[config.mk]
export PLATFORM = sky130hd
export DESIGN_NAME = cpurf_regs
export DESIGN_NICKNAME = d
export VERILOG_FILES = /design/src/core/cpurf_pkg.sv /design/src/core/cpurf_regs.sv
export SDC_FILE = /design/constraint.sdc
export NUM_CORES = 1
export LEC_CHECK = 0
export BUFFER_PORTS_ARGS = -buffer_cell sky130_fd_sc_hd__buf_2
export CAP_MARGIN = 20
export CORE_MARGIN = 5
export CORE_UTILIZATION = 39
export DETAILED_ROUTE_END_ITERATION = 7
export GPL_TIMING_DRIVEN = 0
export MAX_ROUTING_LAYER = met4
export PLACE_DENSITY = 0.8
export SLEW_MARGIN = 20
export SYNTH_ARGS = -nofsm -noshare
export SYNTH_HDL_FRONTEND = slang
export SYNTH_SLANG_ARGS = --single-unit
[constraint.sdc]
create_clock -name ref_clk -period 1.9 [get_ports ref_clk]
set_input_delay 0.285 -clock ref_clk [delete_from_list [all_inputs] [get_ports ref_clk]]
set_output_delay 0.285 -clock ref_clk [all_outputs]
set_load 0.05 [all_outputs]
[src/core/cpurf_pkg.sv]
// ==========================================================
// core register set constants
package cpurf_pkg;
  // ==========================================================
  // condition flag bit positions
  localparam int CF_CARRY = 0;
  localparam int CF_ZERO = 1;
  localparam int CF_NEG = 2;
  localparam int CF_PRIO_LOW = 3;
  localparam int CF_HALF = 4;
  localparam int CF_PRIO_HIGH = 5;
  // undefined bits of the reset pattern 111x1xxx are taken as zero
  localparam logic [7:0] CF_RESET = 8'he8;
  localparam logic [7:0] CF_FIXED_ONES = 8'hc0;
  // ==========================================================
  // software priority level codes {high, low}
  localparam logic [1:0] PRIO_LEVEL0 = 2'h2;
  localparam logic [1:0] PRIO_LEVEL1 = 2'h1;
  localparam logic [1:0] PRIO_LEVEL2 = 2'h0;
  localparam logic [1:0] PRIO_LEVEL3 = 2'h3;
  // ==========================================================
  // other reset values
  localparam logic [7:0] ACC_RESET = 8'h00;
  localparam logic [7:0] IDX_RESET = 8'h00;
  localparam logic [15:0] PC_RESET = 16'h0000;
  // ==========================================================
  // conditional relative jump selectors
  typedef enum logic [2:0] {
    CPURF_JUMP_IF_HALF_CARRY,
    CPURF_JUMP_IF_NO_HALF_CARRY,
    CPURF_JUMP_IF_MINUS,
    CPURF_JUMP_IF_PLUS,
    CPURF_JUMP_IF_EQUAL,
    CPURF_JUMP_IF_NOT_EQUAL,
    CPURF_JUMP_IF_CARRY,
    CPURF_JUMP_IF_NO_CARRY
  } cpurf_jump_t;
endpackage

[src/core/cpurf_regs.sv]
`timescale 1ns/1ps
`default_nettype none
module cpurf_regs
  import cpurf_pkg::*;
(
  input wire logic ref_clk,
  input wire logic srst,
  input wire logic acc_we,
  input wire logic [7:0] acc_wdata,
  input wire logic idx_x_we,
  input wire logic [7:0] idx_x_wdata,
  input wire logic idx_y_we,
  input wire logic [7:0] idx_y_wdata,
  input wire logic pc_we,
  input wire logic [15:0] pc_wdata,
  input wire logic pc_low_we,
  input wire logic [7:0] pc_low_wdata,
  input wire logic pc_high_we,
  input wire logic [7:0] pc_high_wdata,
  input wire logic ctx_restore,
  input wire logic [7:0] ctx_acc,
  input wire logic [7:0] ctx_x,
  input wire logic [15:0] ctx_pc,
  input wire logic [7:0] ctx_flags,
  input wire logic flags_we,
  input wire logic [7:0] flags_wdata,
  input wire logic bit_we,
  input wire logic [2:0] bit_sel,
  input wire logic bit_val,
  input wire logic add_op,
  input wire logic [7:0] add_a,
  input wire logic [7:0] add_b,
  input wire logic add_cin,
  input wire logic result_valid,
  input wire logic [7:0] result,
  input wire logic carry_we,
  input wire logic carry_in,
  input wire logic set_carry_instr,
  input wire logic reset_carry_instr,
  input wire logic irq_entry,
  input wire logic [1:0] irq_soft_priority_regs,
  input wire logic prio_we,
  input wire logic [1:0] prio_wdata,
  input wire logic jump_req,
  input wire logic [2:0] jump_sel,
  output logic [7:0] accumulator,
  output logic [7:0] index_x,
  output logic [7:0] index_y,
  output logic [15:0] program_counter,
  output logic [7:0] condition_flags,
  output logic jump_valid,
  output logic jump_taken
);
  // ==========================================================
  // state
  logic [7:0] acc_r, acc_nxt;
  logic [7:0] x_r, x_nxt;
  logic [7:0] y_r, y_nxt;
  logic [15:0] pc_r, pc_nxt;
  logic [7:0] cf_r, cf_nxt;
  logic jv_r, jv_nxt;
  logic jt_r, jt_nxt;
  logic [4:0] half_sum;
  cpurf_jump_t jsel;

  assign half_sum = {1'b0, add_a[3:0]} + {1'b0, add_b[3:0]} + {4'h0, add_cin};
  assign jsel = cpurf_jump_t'(jump_sel);

  // data registers next values
  always_comb begin
    acc_nxt = acc_r;
    x_nxt = x_r;
    y_nxt = y_r;
    pc_nxt = pc_r;
    if (acc_we) begin
      acc_nxt = acc_wdata;
    end
    if (idx_x_we) begin
      x_nxt = idx_x_wdata;
    end
    if (idx_y_we) begin
      y_nxt = idx_y_wdata;
    end
    if (pc_we) begin
      pc_nxt = pc_wdata;
    end
    if (pc_low_we) begin
      pc_nxt[7:0] = pc_low_wdata;
    end
    if (pc_high_we) begin
      pc_nxt[15:8] = pc_high_wdata;
    end
    // restore leaves the second index register alone
    if (ctx_restore) begin
      acc_nxt = ctx_acc;
      x_nxt = ctx_x;
      pc_nxt = ctx_pc;
    end
  end

  // condition flags next value, restore or whole write blocks the single field steps other than interrupt entry, among which later steps override earlier ones
  always_comb begin
    cf_nxt = cf_r;
    if (ctx_restore) begin
      cf_nxt = ctx_flags | CF_FIXED_ONES;
    end else if (flags_we) begin
      cf_nxt = flags_wdata | CF_FIXED_ONES;
    end else begin
      if (bit_we && bit_sel < 3'h6) begin
        cf_nxt[bit_sel] = bit_val;
      end
      if (add_op) begin
        cf_nxt[CF_HALF] = half_sum[4];
      end
      if (result_valid) begin
        cf_nxt[CF_NEG] = result[7];
        cf_nxt[CF_ZERO] = (result == 8'h00);
      end
      if (carry_we) begin
        cf_nxt[CF_CARRY] = carry_in;
      end
      if (reset_carry_instr) begin
        cf_nxt[CF_CARRY] = 1'b0;
      end
      if (set_carry_instr) begin
        cf_nxt[CF_CARRY] = 1'b1;
      end
      if (prio_we) begin
        {cf_nxt[CF_PRIO_HIGH], cf_nxt[CF_PRIO_LOW]} = prio_wdata;
      end
    end
    // interrupt entry wins over every software priority write
    if (irq_entry) begin
      {cf_nxt[CF_PRIO_HIGH], cf_nxt[CF_PRIO_LOW]} = irq_soft_priority_regs;
    end
  end

  // conditional jump evaluation on the current flags
  always_comb begin
    jv_nxt = jump_req;
    jt_nxt = 1'b0;
    unique case (jsel)
      CPURF_JUMP_IF_HALF_CARRY: jt_nxt = cf_r[CF_HALF];
      CPURF_JUMP_IF_NO_HALF_CARRY: jt_nxt = ~cf_r[CF_HALF];
      CPURF_JUMP_IF_MINUS: jt_nxt = cf_r[CF_NEG];
      CPURF_JUMP_IF_PLUS: jt_nxt = ~cf_r[CF_NEG];
      CPURF_JUMP_IF_EQUAL: jt_nxt = cf_r[CF_ZERO];
      CPURF_JUMP_IF_NOT_EQUAL: jt_nxt = ~cf_r[CF_ZERO];
      CPURF_JUMP_IF_CARRY: jt_nxt = cf_r[CF_CARRY];
      CPURF_JUMP_IF_NO_CARRY: jt_nxt = ~cf_r[CF_CARRY];
    endcase
    if (!jump_req) begin
      jt_nxt = 1'b0;
    end
  end

  // registers
  always_ff @(posedge ref_clk) begin
    if (srst) begin
      acc_r <= ACC_RESET;
      x_r <= IDX_RESET;
      y_r <= IDX_RESET;
      pc_r <= PC_RESET;
      cf_r <= CF_RESET;
      jv_r <= 1'b0;
      jt_r <= 1'b0;
    end else begin
      acc_r <= acc_nxt;
      x_r <= x_nxt;
      y_r <= y_nxt;
      pc_r <= pc_nxt;
      cf_r <= cf_nxt;
      jv_r <= jv_nxt;
      jt_r <= jt_nxt;
    end
  end

  assign accumulator = acc_r;
  assign index_x = x_r;
  assign index_y = y_r;
  assign program_counter = pc_r;
  assign condition_flags = cf_r;
  assign jump_valid = jv_r;
  assign jump_taken = jt_r;
endmodule
`default_nettype wire

After elaboration in Yosys (flattened, before gate mapping)
Cells that the tools add are included.

Bits in registers: 50. Word-level logic and storage cells: 67. Input bits: 160. Output and inout bits: 50.

Reduce and logical (&&, ||, !) cells: 14. Order comparisons: 3. Equality and inequality tests: 7. Add/subtract/negate cells: 2. Bitwise logic cells: 5. Multiplexer cells: 24.

Operators by type and width (count): 8-bit two-way mux (6); 16-bit two-way mux (2); 6-bit two-way mux (3); 3-bit == test, second input constant (4); 1-bit two-way mux (9); 8-bit bitwise mux (1); 8-bit logical NOT (1); 1-bit one-hot mux with 8 select lines (1); 4-bit nonzero test (2); 3-bit by 2-bit == test with 1-bit output, second input constant (2); 3-bit nonzero test (2); 6-bit nonzero test (1); 4-bit by 4-bit adder with 5-bit output (1); 5-bit by 1-bit adder with 5-bit output (1); 1-bit NOT (5); 5-bit nonzero test (1); 3-bit by 4-bit less-than comparator with 1-bit output, second input constant (1); 2-bit nonzero test (2); 1-bit demux with 3-bit select (1); 3-bit by 1-bit == test with 1-bit output, second input constant (1); 3-bit by 1-bit greater-or-equal comparator with 1-bit output, second input constant (1); 3-bit logical NOT (1); 3-bit less-than comparator, second input constant (1); 3-bit OR reduction (1); other kinds (3) (4).

Longest topological paths before layout
Gate-level depths: netlist of the first run.

Depth in word-level cells: 12. Depth in mapped cells: 6. Gate-level depth less buffers: 5.

Least setup slack after synthesis of the first run
OpenSTA, ideal clock, no wires.

Path type: in2reg. Start: input ctx_restore. End: register cf_r[0], in the netlist condition_flags[0]. Path buffers: 2. Cell stages on the path: 5. Setup time: 0.091 ns. Slack: 0.455 ns. Data required time: 1.809 ns. Arrival time: 1.354 ns. Cell sequence: buf_6 > or2_1 > buf_6 > a2111o_1 > a311oi_1.

Cells in the longest elaborated chain, start to end: 1. Elaborated cells between the ends (all ways): 2. Those cells by class: mux (1); reduce/logical (1).

Ends and longest elaborated chain: start: declaration (line cpurf_regs.sv:20) `input wire logic ctx_restore,`; 6-bit nonzero test (no source line) or 6-bit two-way mux (tied branches); end signal: assignment (line cpurf_regs.sv:172) `cf_r <= cf_nxt;`; end: declaration (line cpurf_regs.sv:60) `logic [7:0] cf_r, cf_nxt;`.

Parallel ways exist; a longest one is shown, timed or not. A chain may end at the register's enable or synchronous reset.

Worst setup path after layout of the first run
Start: input ctx_restore. End: register x_r[5], in the netlist index_x[5].

Cells in the longest elaborated chain, start to end: 1. Elaborated cells between the ends (all ways): 2. Those cells by class: mux (1); reduce/logical (1).

Ends and longest elaborated chain: 8-bit two-way mux or 2-bit nonzero test (tied branches); end signal: assignment (line cpurf_regs.sv:169) `x_r <= x_nxt;`; end: declaration (line cpurf_regs.sv:57) `logic [7:0] x_r, x_nxt;`.

Parallel ways exist; a longest one is shown, timed or not.

==> results_dict.tcl, run 1 <==
set metrics [dict create \
    die_height_um 91.5 \
    syn-cell-area_sq_mm 0.00259 \
    grt_util_all_layers 0.201 \
    power_leakage_uw 0.00191 \
    clock.fmax_ghz 0.771 \
    reg2reg_from "condition_flags[0]" \
    grt_pass1_wl_um 13600 \
    clkTransAtPathRegs_ns 0.09 \
    boundaryPins 210 \
    ys_types 44 \
    post_synth_fa_ha_maj_area_fraction 0.0193 \
    initial_core_util 0.403 \
    sum_of_net_half_perimeters_after_detailed_placement_um 7090 \
    ff2ff_path_depth 3 \
    antenna_violating_nets_post_route 0 \
    portBuffers 191 \
    worstHoldPathCells 3 \
    timing.hold.worst.class "in2reg" \
    relSlewSlack 0.444 \
    yosys-mux-area-fraction 0.171 \
    cts_repair_resize_count 0 \
    number_of_antenna_violations_at_the_first_check_in_global_routing 0 \
    critical_path_class "in2reg" \
    pre_cts_ws_ns 0.252 \
    grt_remaining_overflow 0 \
    synth-simple-area-share 0.190 \
    cp-start-kind "input pin" \
    detailedRoute.firstPassIterationCount 4 \
    timing.final.crit_share 0.683 \
    number_of_nets_at_the_end_of_the_flow 670 \
    power_density_mw_per_mm2 693 \
    numCtsBuffers 5 \
    reg2reg_to "jump_taken" \
    ys_ff_latch 50 \
    combinational_family_with_the_most_area_after_synthesis "simple AND/OR/NAND/NOR gates" \
    worstSetupEndpointType "flop" \
    clkLatencyLatePin_ns 0.29 \
    cp_required_ns 2.08 \
    cts_buffer_depth 2 \
    ctsRootBufferMaster "sky130_fd_sc_hd__clkbuf_8" \
    timing.max_cap.violations 0 \
    worstPathMaxFanout 10 \
    floorplan.die_area_sq_mm 0.00837 \
    grt_max_degree 15 \
    cts_num_sinks 50 \
    async_reset_ff_frac 0 \
    routed_via_density 5.18 \
    clock_tree_from_tritoncts "done" \
    post_cts_hold_buffer_count 0 \
    crit_arrival_ns 1.47 \
    hold_viol_final 0 \
    synth.avg_cell_area_sq_um 8.41 \
    synth_fp_nets 472 \
    post_dp_cell_area_sq_mm 0.00364 \
    fin_hold_ws_ns 0.214 \
    core_sq_mm 0.00642 \
    routed_wl_um 8450 \
    final_common_cell "sky130_fd_sc_hd__buf_2" \
    placement_rows 29 \
    detailedRoute.firstIterationViolations 98 \
    postSynthCellCount 308 \
    rsz0062_at_grt "no" \
    fin_tns_setup_ns 0 \
    hold_start "ctx_acc[1]" \
    postCtsSetupBuffers 0 \
    totalPowerFinal_uw 2590 \
    layout_common_cells "sky130_fd_sc_hd__buf_2 (193), sky130_fd_sc_hd__dfxtp_1 (50), sky130_fd_sc_hd__nor2_1 (44)" \
    hold_end "accumulator[1]" \
    r2r_slack_ns 0.68 \
    timing.clock.skew_ns 0.000557 \
    number_of_global_route_vias_before_repair 2896 \
    num_vias 3027 \
    fillCellCount 609 \
    xor_and_xnor_fraction_of_the_mapped_netlist_area 0.00338 \
    finalSetupViolCount 0 \
    synth.yosys.seq_area_share 0.386 \
    finalCriticalPeriod_ns 1.30 \
    area_growth_pct 44.1 \
    route.detailed.drc 0 \
    routedWlPerCell_um 14.5 \
    fin_ws_ns 0.603 \
    final_area_sq_mm 0.00373 \
    layout-drive-gt1-share 0.402 \
    total_of_warnings_raised_by_yosys 0 \
    synth_enable_flop_cells 0 \
    tightest_slew_ns 0.827 \
    synth_compound_gate_area_share 0.186 \
    outcome "finished, final reports clean" \
    die_width_um 91.5 \
    gp_congestion 0.846 \
    antenna-diode-count 0 \
    synth-main-ff-cell "sky130_fd_sc_hd__dfxtp_1" \
    cts_max_level 2 \
    finalMaxSlewViolations 0 \
    power.ir.vdd_worst_mv 0.338 \
]
[registers in the layout, summed over array words and instances, names as in the netlist]
register / count
program_counter: 16
accumulator: 8
condition_flags: 8
index_x: 8
index_y: 8
jump_taken: 1
jump_valid: 1
[worst max-delay path by stage]
| stage | depth (start not counted) | start | end |
|---|---|---|---|
| 6_report | 6 | ctx_restore | index_x[5] |
| 5_1_grt | 6 | ctx_restore | accumulator[3] |
| 4_1_cts | 6 | ctx_restore | index_x[5] |
| 3_5_place_dp | 6 | ctx_restore | index_x[5] |
| 3_3_place_gp | 6 | ctx_restore | index_x[3] |
| 2_1_floorplan | 5 | ctx_restore | condition_flags[0] |
[report_power, final]
group | internal [uW] | switching (uW) | total, uW | leakage (uW)
registers | 1120 | 35.3 | 1160 | 0.000415
logic | 290 | 509 | 800 | 0.00144
clock network | 294 | 340 | 634 | 0.0000482
[logic make-up after synthesis]
family,count (synthesis)
flip-flops,50
XOR/XNOR,1
AND/OR/NAND/NOR,110
AO/OA/AOI/OAI,75
buffers and inverters,25
adder cells (fa/ha/maj),4
multiplexers,43
[final cells by class]
| cell class | count | area [sq um] | area share |
|---|---|---|---|
| inverters | 4 | 15.0 | 0.00402 |
| well taps | 77 | 96.3 | 0.0258 |
| clock inverters | 1 | 5.00 | 0.00134 |
| repair buffers | 191 | 956 | 0.256 |
| flip-flops and latches | 50 | 1000 | 0.268 |
| plain buffers | 21 | 96.3 | 0.0258 |
| clock buffers | 7 | 86.3 | 0.0231 |
| multi-input cells | 233 | 1480 | 0.396 |
[through the flow]
stage                     instances  utilization
final                           584        0.582
after CTS                       584        0.582
after global routing            584        0.582
after global placement          576        0.567
after floorplan                 308            -
after detailed placement        576        0.567
[cell usage after synthesis (all sizes together) (3+ instances only)]
| library cell | count | area, sq um |
|---|---|---|
| nand2 | 36 | 135 |
| nor2 | 44 | 165 |
| mux2i | 41 | 410 |
| a211oi | 3 | 22.5 |
| o211ai | 17 | 128 |
| buf | 5 | 36.3 |
| or3 | 6 | 37.5 |
| nor2b | 4 | 25.0 |
| inv | 4 | 15.0 |
| a21oi | 36 | 180 |
| clkbuf | 16 | 60.1 |
| dfxtp | 50 | 1000 |
| o22ai | 3 | 18.8 |
| a221oi | 3 | 26.3 |
| ha | 4 | 50.1 |
| nor3 | 6 | 30.0 |
[routing by layer]
metal | vias up | global-route usage | routed length (um)
li1 | 1506 | - | -
met1 | 1372 | 0.234 | 3440
met2 | 145 | 0.358 | 4320
met3 | 4 | 0.0430 | 648
met4 | 0 | 0.0327 | 41
met5 | - | - | 0
[worst max-delay path, cell delays in order]
cell	delay (ns)
sky130_fd_sc_hd__buf_6	0.10
sky130_fd_sc_hd__clkbuf_1	0.36
sky130_fd_sc_hd__clkbuf_1	0.42
sky130_fd_sc_hd__nor2_1	0.10
sky130_fd_sc_hd__a21oi_1	0.14
sky130_fd_sc_hd__nor2_1	0.06
Power figures use the tool's default switching activity.
==> run 2: changes to the inputs <==
--- a/config.mk
+++ b/config.mk
@@ -8,11 +8,11 @@
 export BUFFER_PORTS_ARGS = -buffer_cell sky130_fd_sc_hd__buf_2
 export CAP_MARGIN = 20
 export CORE_MARGIN = 5
-export CORE_UTILIZATION = 39
+export CORE_UTILIZATION = 35
 export DETAILED_ROUTE_END_ITERATION = 7
 export GPL_TIMING_DRIVEN = 0
 export MAX_ROUTING_LAYER = met4
-export PLACE_DENSITY = 0.8
+export PLACE_DENSITY = 0.76
 export SLEW_MARGIN = 20
 export SYNTH_ARGS = -nofsm -noshare
 export SYNTH_HDL_FRONTEND = slang
==> constraint.sdc (replaced) <==
create_clock -name ref_clk -period 1.1 [get_ports ref_clk]
set_input_delay 0.165 -clock ref_clk [delete_from_list [all_inputs] [get_ports ref_clk]]
set_output_delay 0.165 -clock ref_clk [all_outputs]
set_load 0.05 [all_outputs]
==> results_dict.tcl, run 2 (synthesis gave the netlist of run 1 again) <==
set metrics [dict create \
    numCtsBuffers 5 \
    cts_buffer_depth 2 \
    core_sq_mm 0.00721 \
    finalCriticalPeriod_ns 1.25 \
    placement_rows 31 \
    routed_via_density 4.96 \
    tightest_slew_ns 0.590 \
    grt_remaining_overflow 0 \
    routedWlPerCell_um 14.6 \
    cts_num_sinks 50 \
    die_height_um 96.0 \
    clkTransAtPathRegs_ns 0.09 \
    antenna-diode-count 0 \
    sum_of_net_half_perimeters_after_detailed_placement_um 7240 \
    layout_common_cells "sky130_fd_sc_hd__buf_2 (142), sky130_fd_sc_hd__dfxtp_1 (46), sky130_fd_sc_hd__nor2_1 (44)" \
    detailedRoute.firstIterationViolations 48 \
    outcome "finished, violations left" \
    cts_max_level 2 \
    largest_register_ff_count 16 \
    rsz0062_at_grt "yes" \
    final_area_sq_mm 0.00413 \
    layout-drive-gt1-share 0.458 \
    fin_ws_ns -0.152 \
    ctsRootBufferMaster "sky130_fd_sc_hd__clkbuf_8" \
    timing.hold.worst.class "in2reg" \
    power_density_mw_per_mm2 1240 \
    timing.clock.skew_ns 0.000280 \
    portBuffers 191 \
    totalPowerFinal_uw 5110 \
    timing.final.crit_share 1.14 \
    switching_share 0.312 \
    worstHoldPathCells 3 \
    worstPathMaxFanout 3 \
    fin_hold_ws_ns 0.0859 \
    floorplan.die_area_sq_mm 0.00922 \
    ff2ff_path_depth 3 \
    power_leakage_uw 0.00200 \
    detailedRoute.firstPassIterationCount 4 \
    clock_power_share 0.310 \
    worstSetupEndpointType "flop" \
    clock_tree_from_tritoncts "done" \
    grt_pass1_wl_um 13100 \
    num_vias 3017 \
    finalMaxSlewViolations 0 \
    routed_wl_um 8850 \
    grt_util_all_layers 0.185 \
    initial_core_util 0.359 \
    p_seq_frac 0.392 \
    share_comb_of_total_power 0.298 \
    fin_tns_setup_ns -0.172 \
    cp_required_ns 1.30 \
    number_of_global_route_vias_before_repair 2908 \
    final_common_cell "sky130_fd_sc_hd__buf_2" \
    crit_arrival_ns 1.45 \
    post_dp_cell_area_sq_mm 0.00375 \
    clock.fmax_ghz 0.799 \
    violations "setup timing" \
    fin_cells 608 \
    internal_power_uw 3520 \
    critical_path_class "reg2reg" \
    hold_viol_final 0 \
    number_of_nets_at_the_end_of_the_flow 672 \
    post_cts_hold_buffer_count 0 \
    die_width_um 96.0 \
    antenna_violating_nets_post_route 0 \
    number_of_antenna_violations_at_the_first_check_in_global_routing 0 \
    clkLatencyLatePin_ns 0.30 \
    finalSetupViolCount 2 \
    power.net_switching_uw 1590 \
    grt_max_degree 16 \
    timing.max_cap.violations 0 \
    boundaryPins 210 \
    power.ir.vdd_worst_mv 0.764 \
    route.detailed.drc 0 \
    cp-start-kind "flop" \
    relSlewSlack 0.607 \
    area_growth_pct 59.3 \
    gp_congestion 0.847 \
    dp.cells 598 \
]
[run 2: layout make-up]
type,count,area [sq um]
fill,679,3090
multi-input combinational,233,1580
timing repair buffer,193,1120
sequential,50,1010
buffer,21,135
tap,99,124
clock buffer,6,82.6
clock inverter,2,60.1
inverter,4,15.0
[run 2: critical path, cell delays in order, from the launching register on]
cell                      delay [ns]
sky130_fd_sc_hd__dfxtp_4        0.36
sky130_fd_sc_hd__mux4_2         0.48
sky130_fd_sc_hd__xor2_1         0.18
sky130_fd_sc_hd__and2_1         0.14
[run 2: power by group through the flow]
stage | clock network [uW] | logic [uW] | registers (uW)
after floorplan | 0 | 464 | 2480
after global placement | 0 | 1390 | 2040
after detailed placement | 0 | 1420 | 2040
after CTS | 1610 | 1440 | 2000
after global routing | 1700 | 1640 | 2020
final | 1580 | 1520 | 2000
[run 2: per-layer routing]
metal	up-vias	global-route usage	wire length, um
li1	1509	-	-
met1	1379	0.206	3450
met2	119	0.328	4650
met3	10	0.0453	663
met4	0	0.0474	83
met5	-	-	0
[run 2: path summary, 6_finish.rpt]
kind | startpoint | endpoint | slack (ns)
max | condition_flags[0] | jump_taken | -0.15
min | ctx_x[3] | index_x[3] | 0.09
min reg2reg | program_counter[10] | program_counter[10] | 0.46
max reg2reg | condition_flags[0] | jump_taken | -0.15
[run 2: timing repair]
item                                    CTS  global route
pin swaps                                 2             9
cloned                                    0             0
setup buffers                             1             1
resized for setup                         8            63
endpoints found under the setup margin   36            71
[run 2: stage by stage]
stage | worst slack [ns] | util
finish | -0.152 | 0.572
global route | -0.196 | 0.572
CTS | -0.133 | 0.544
detailed placement | -0.448 | 0.520
global placement | -0.432 | 0.520
floorplan | -0.182 | -
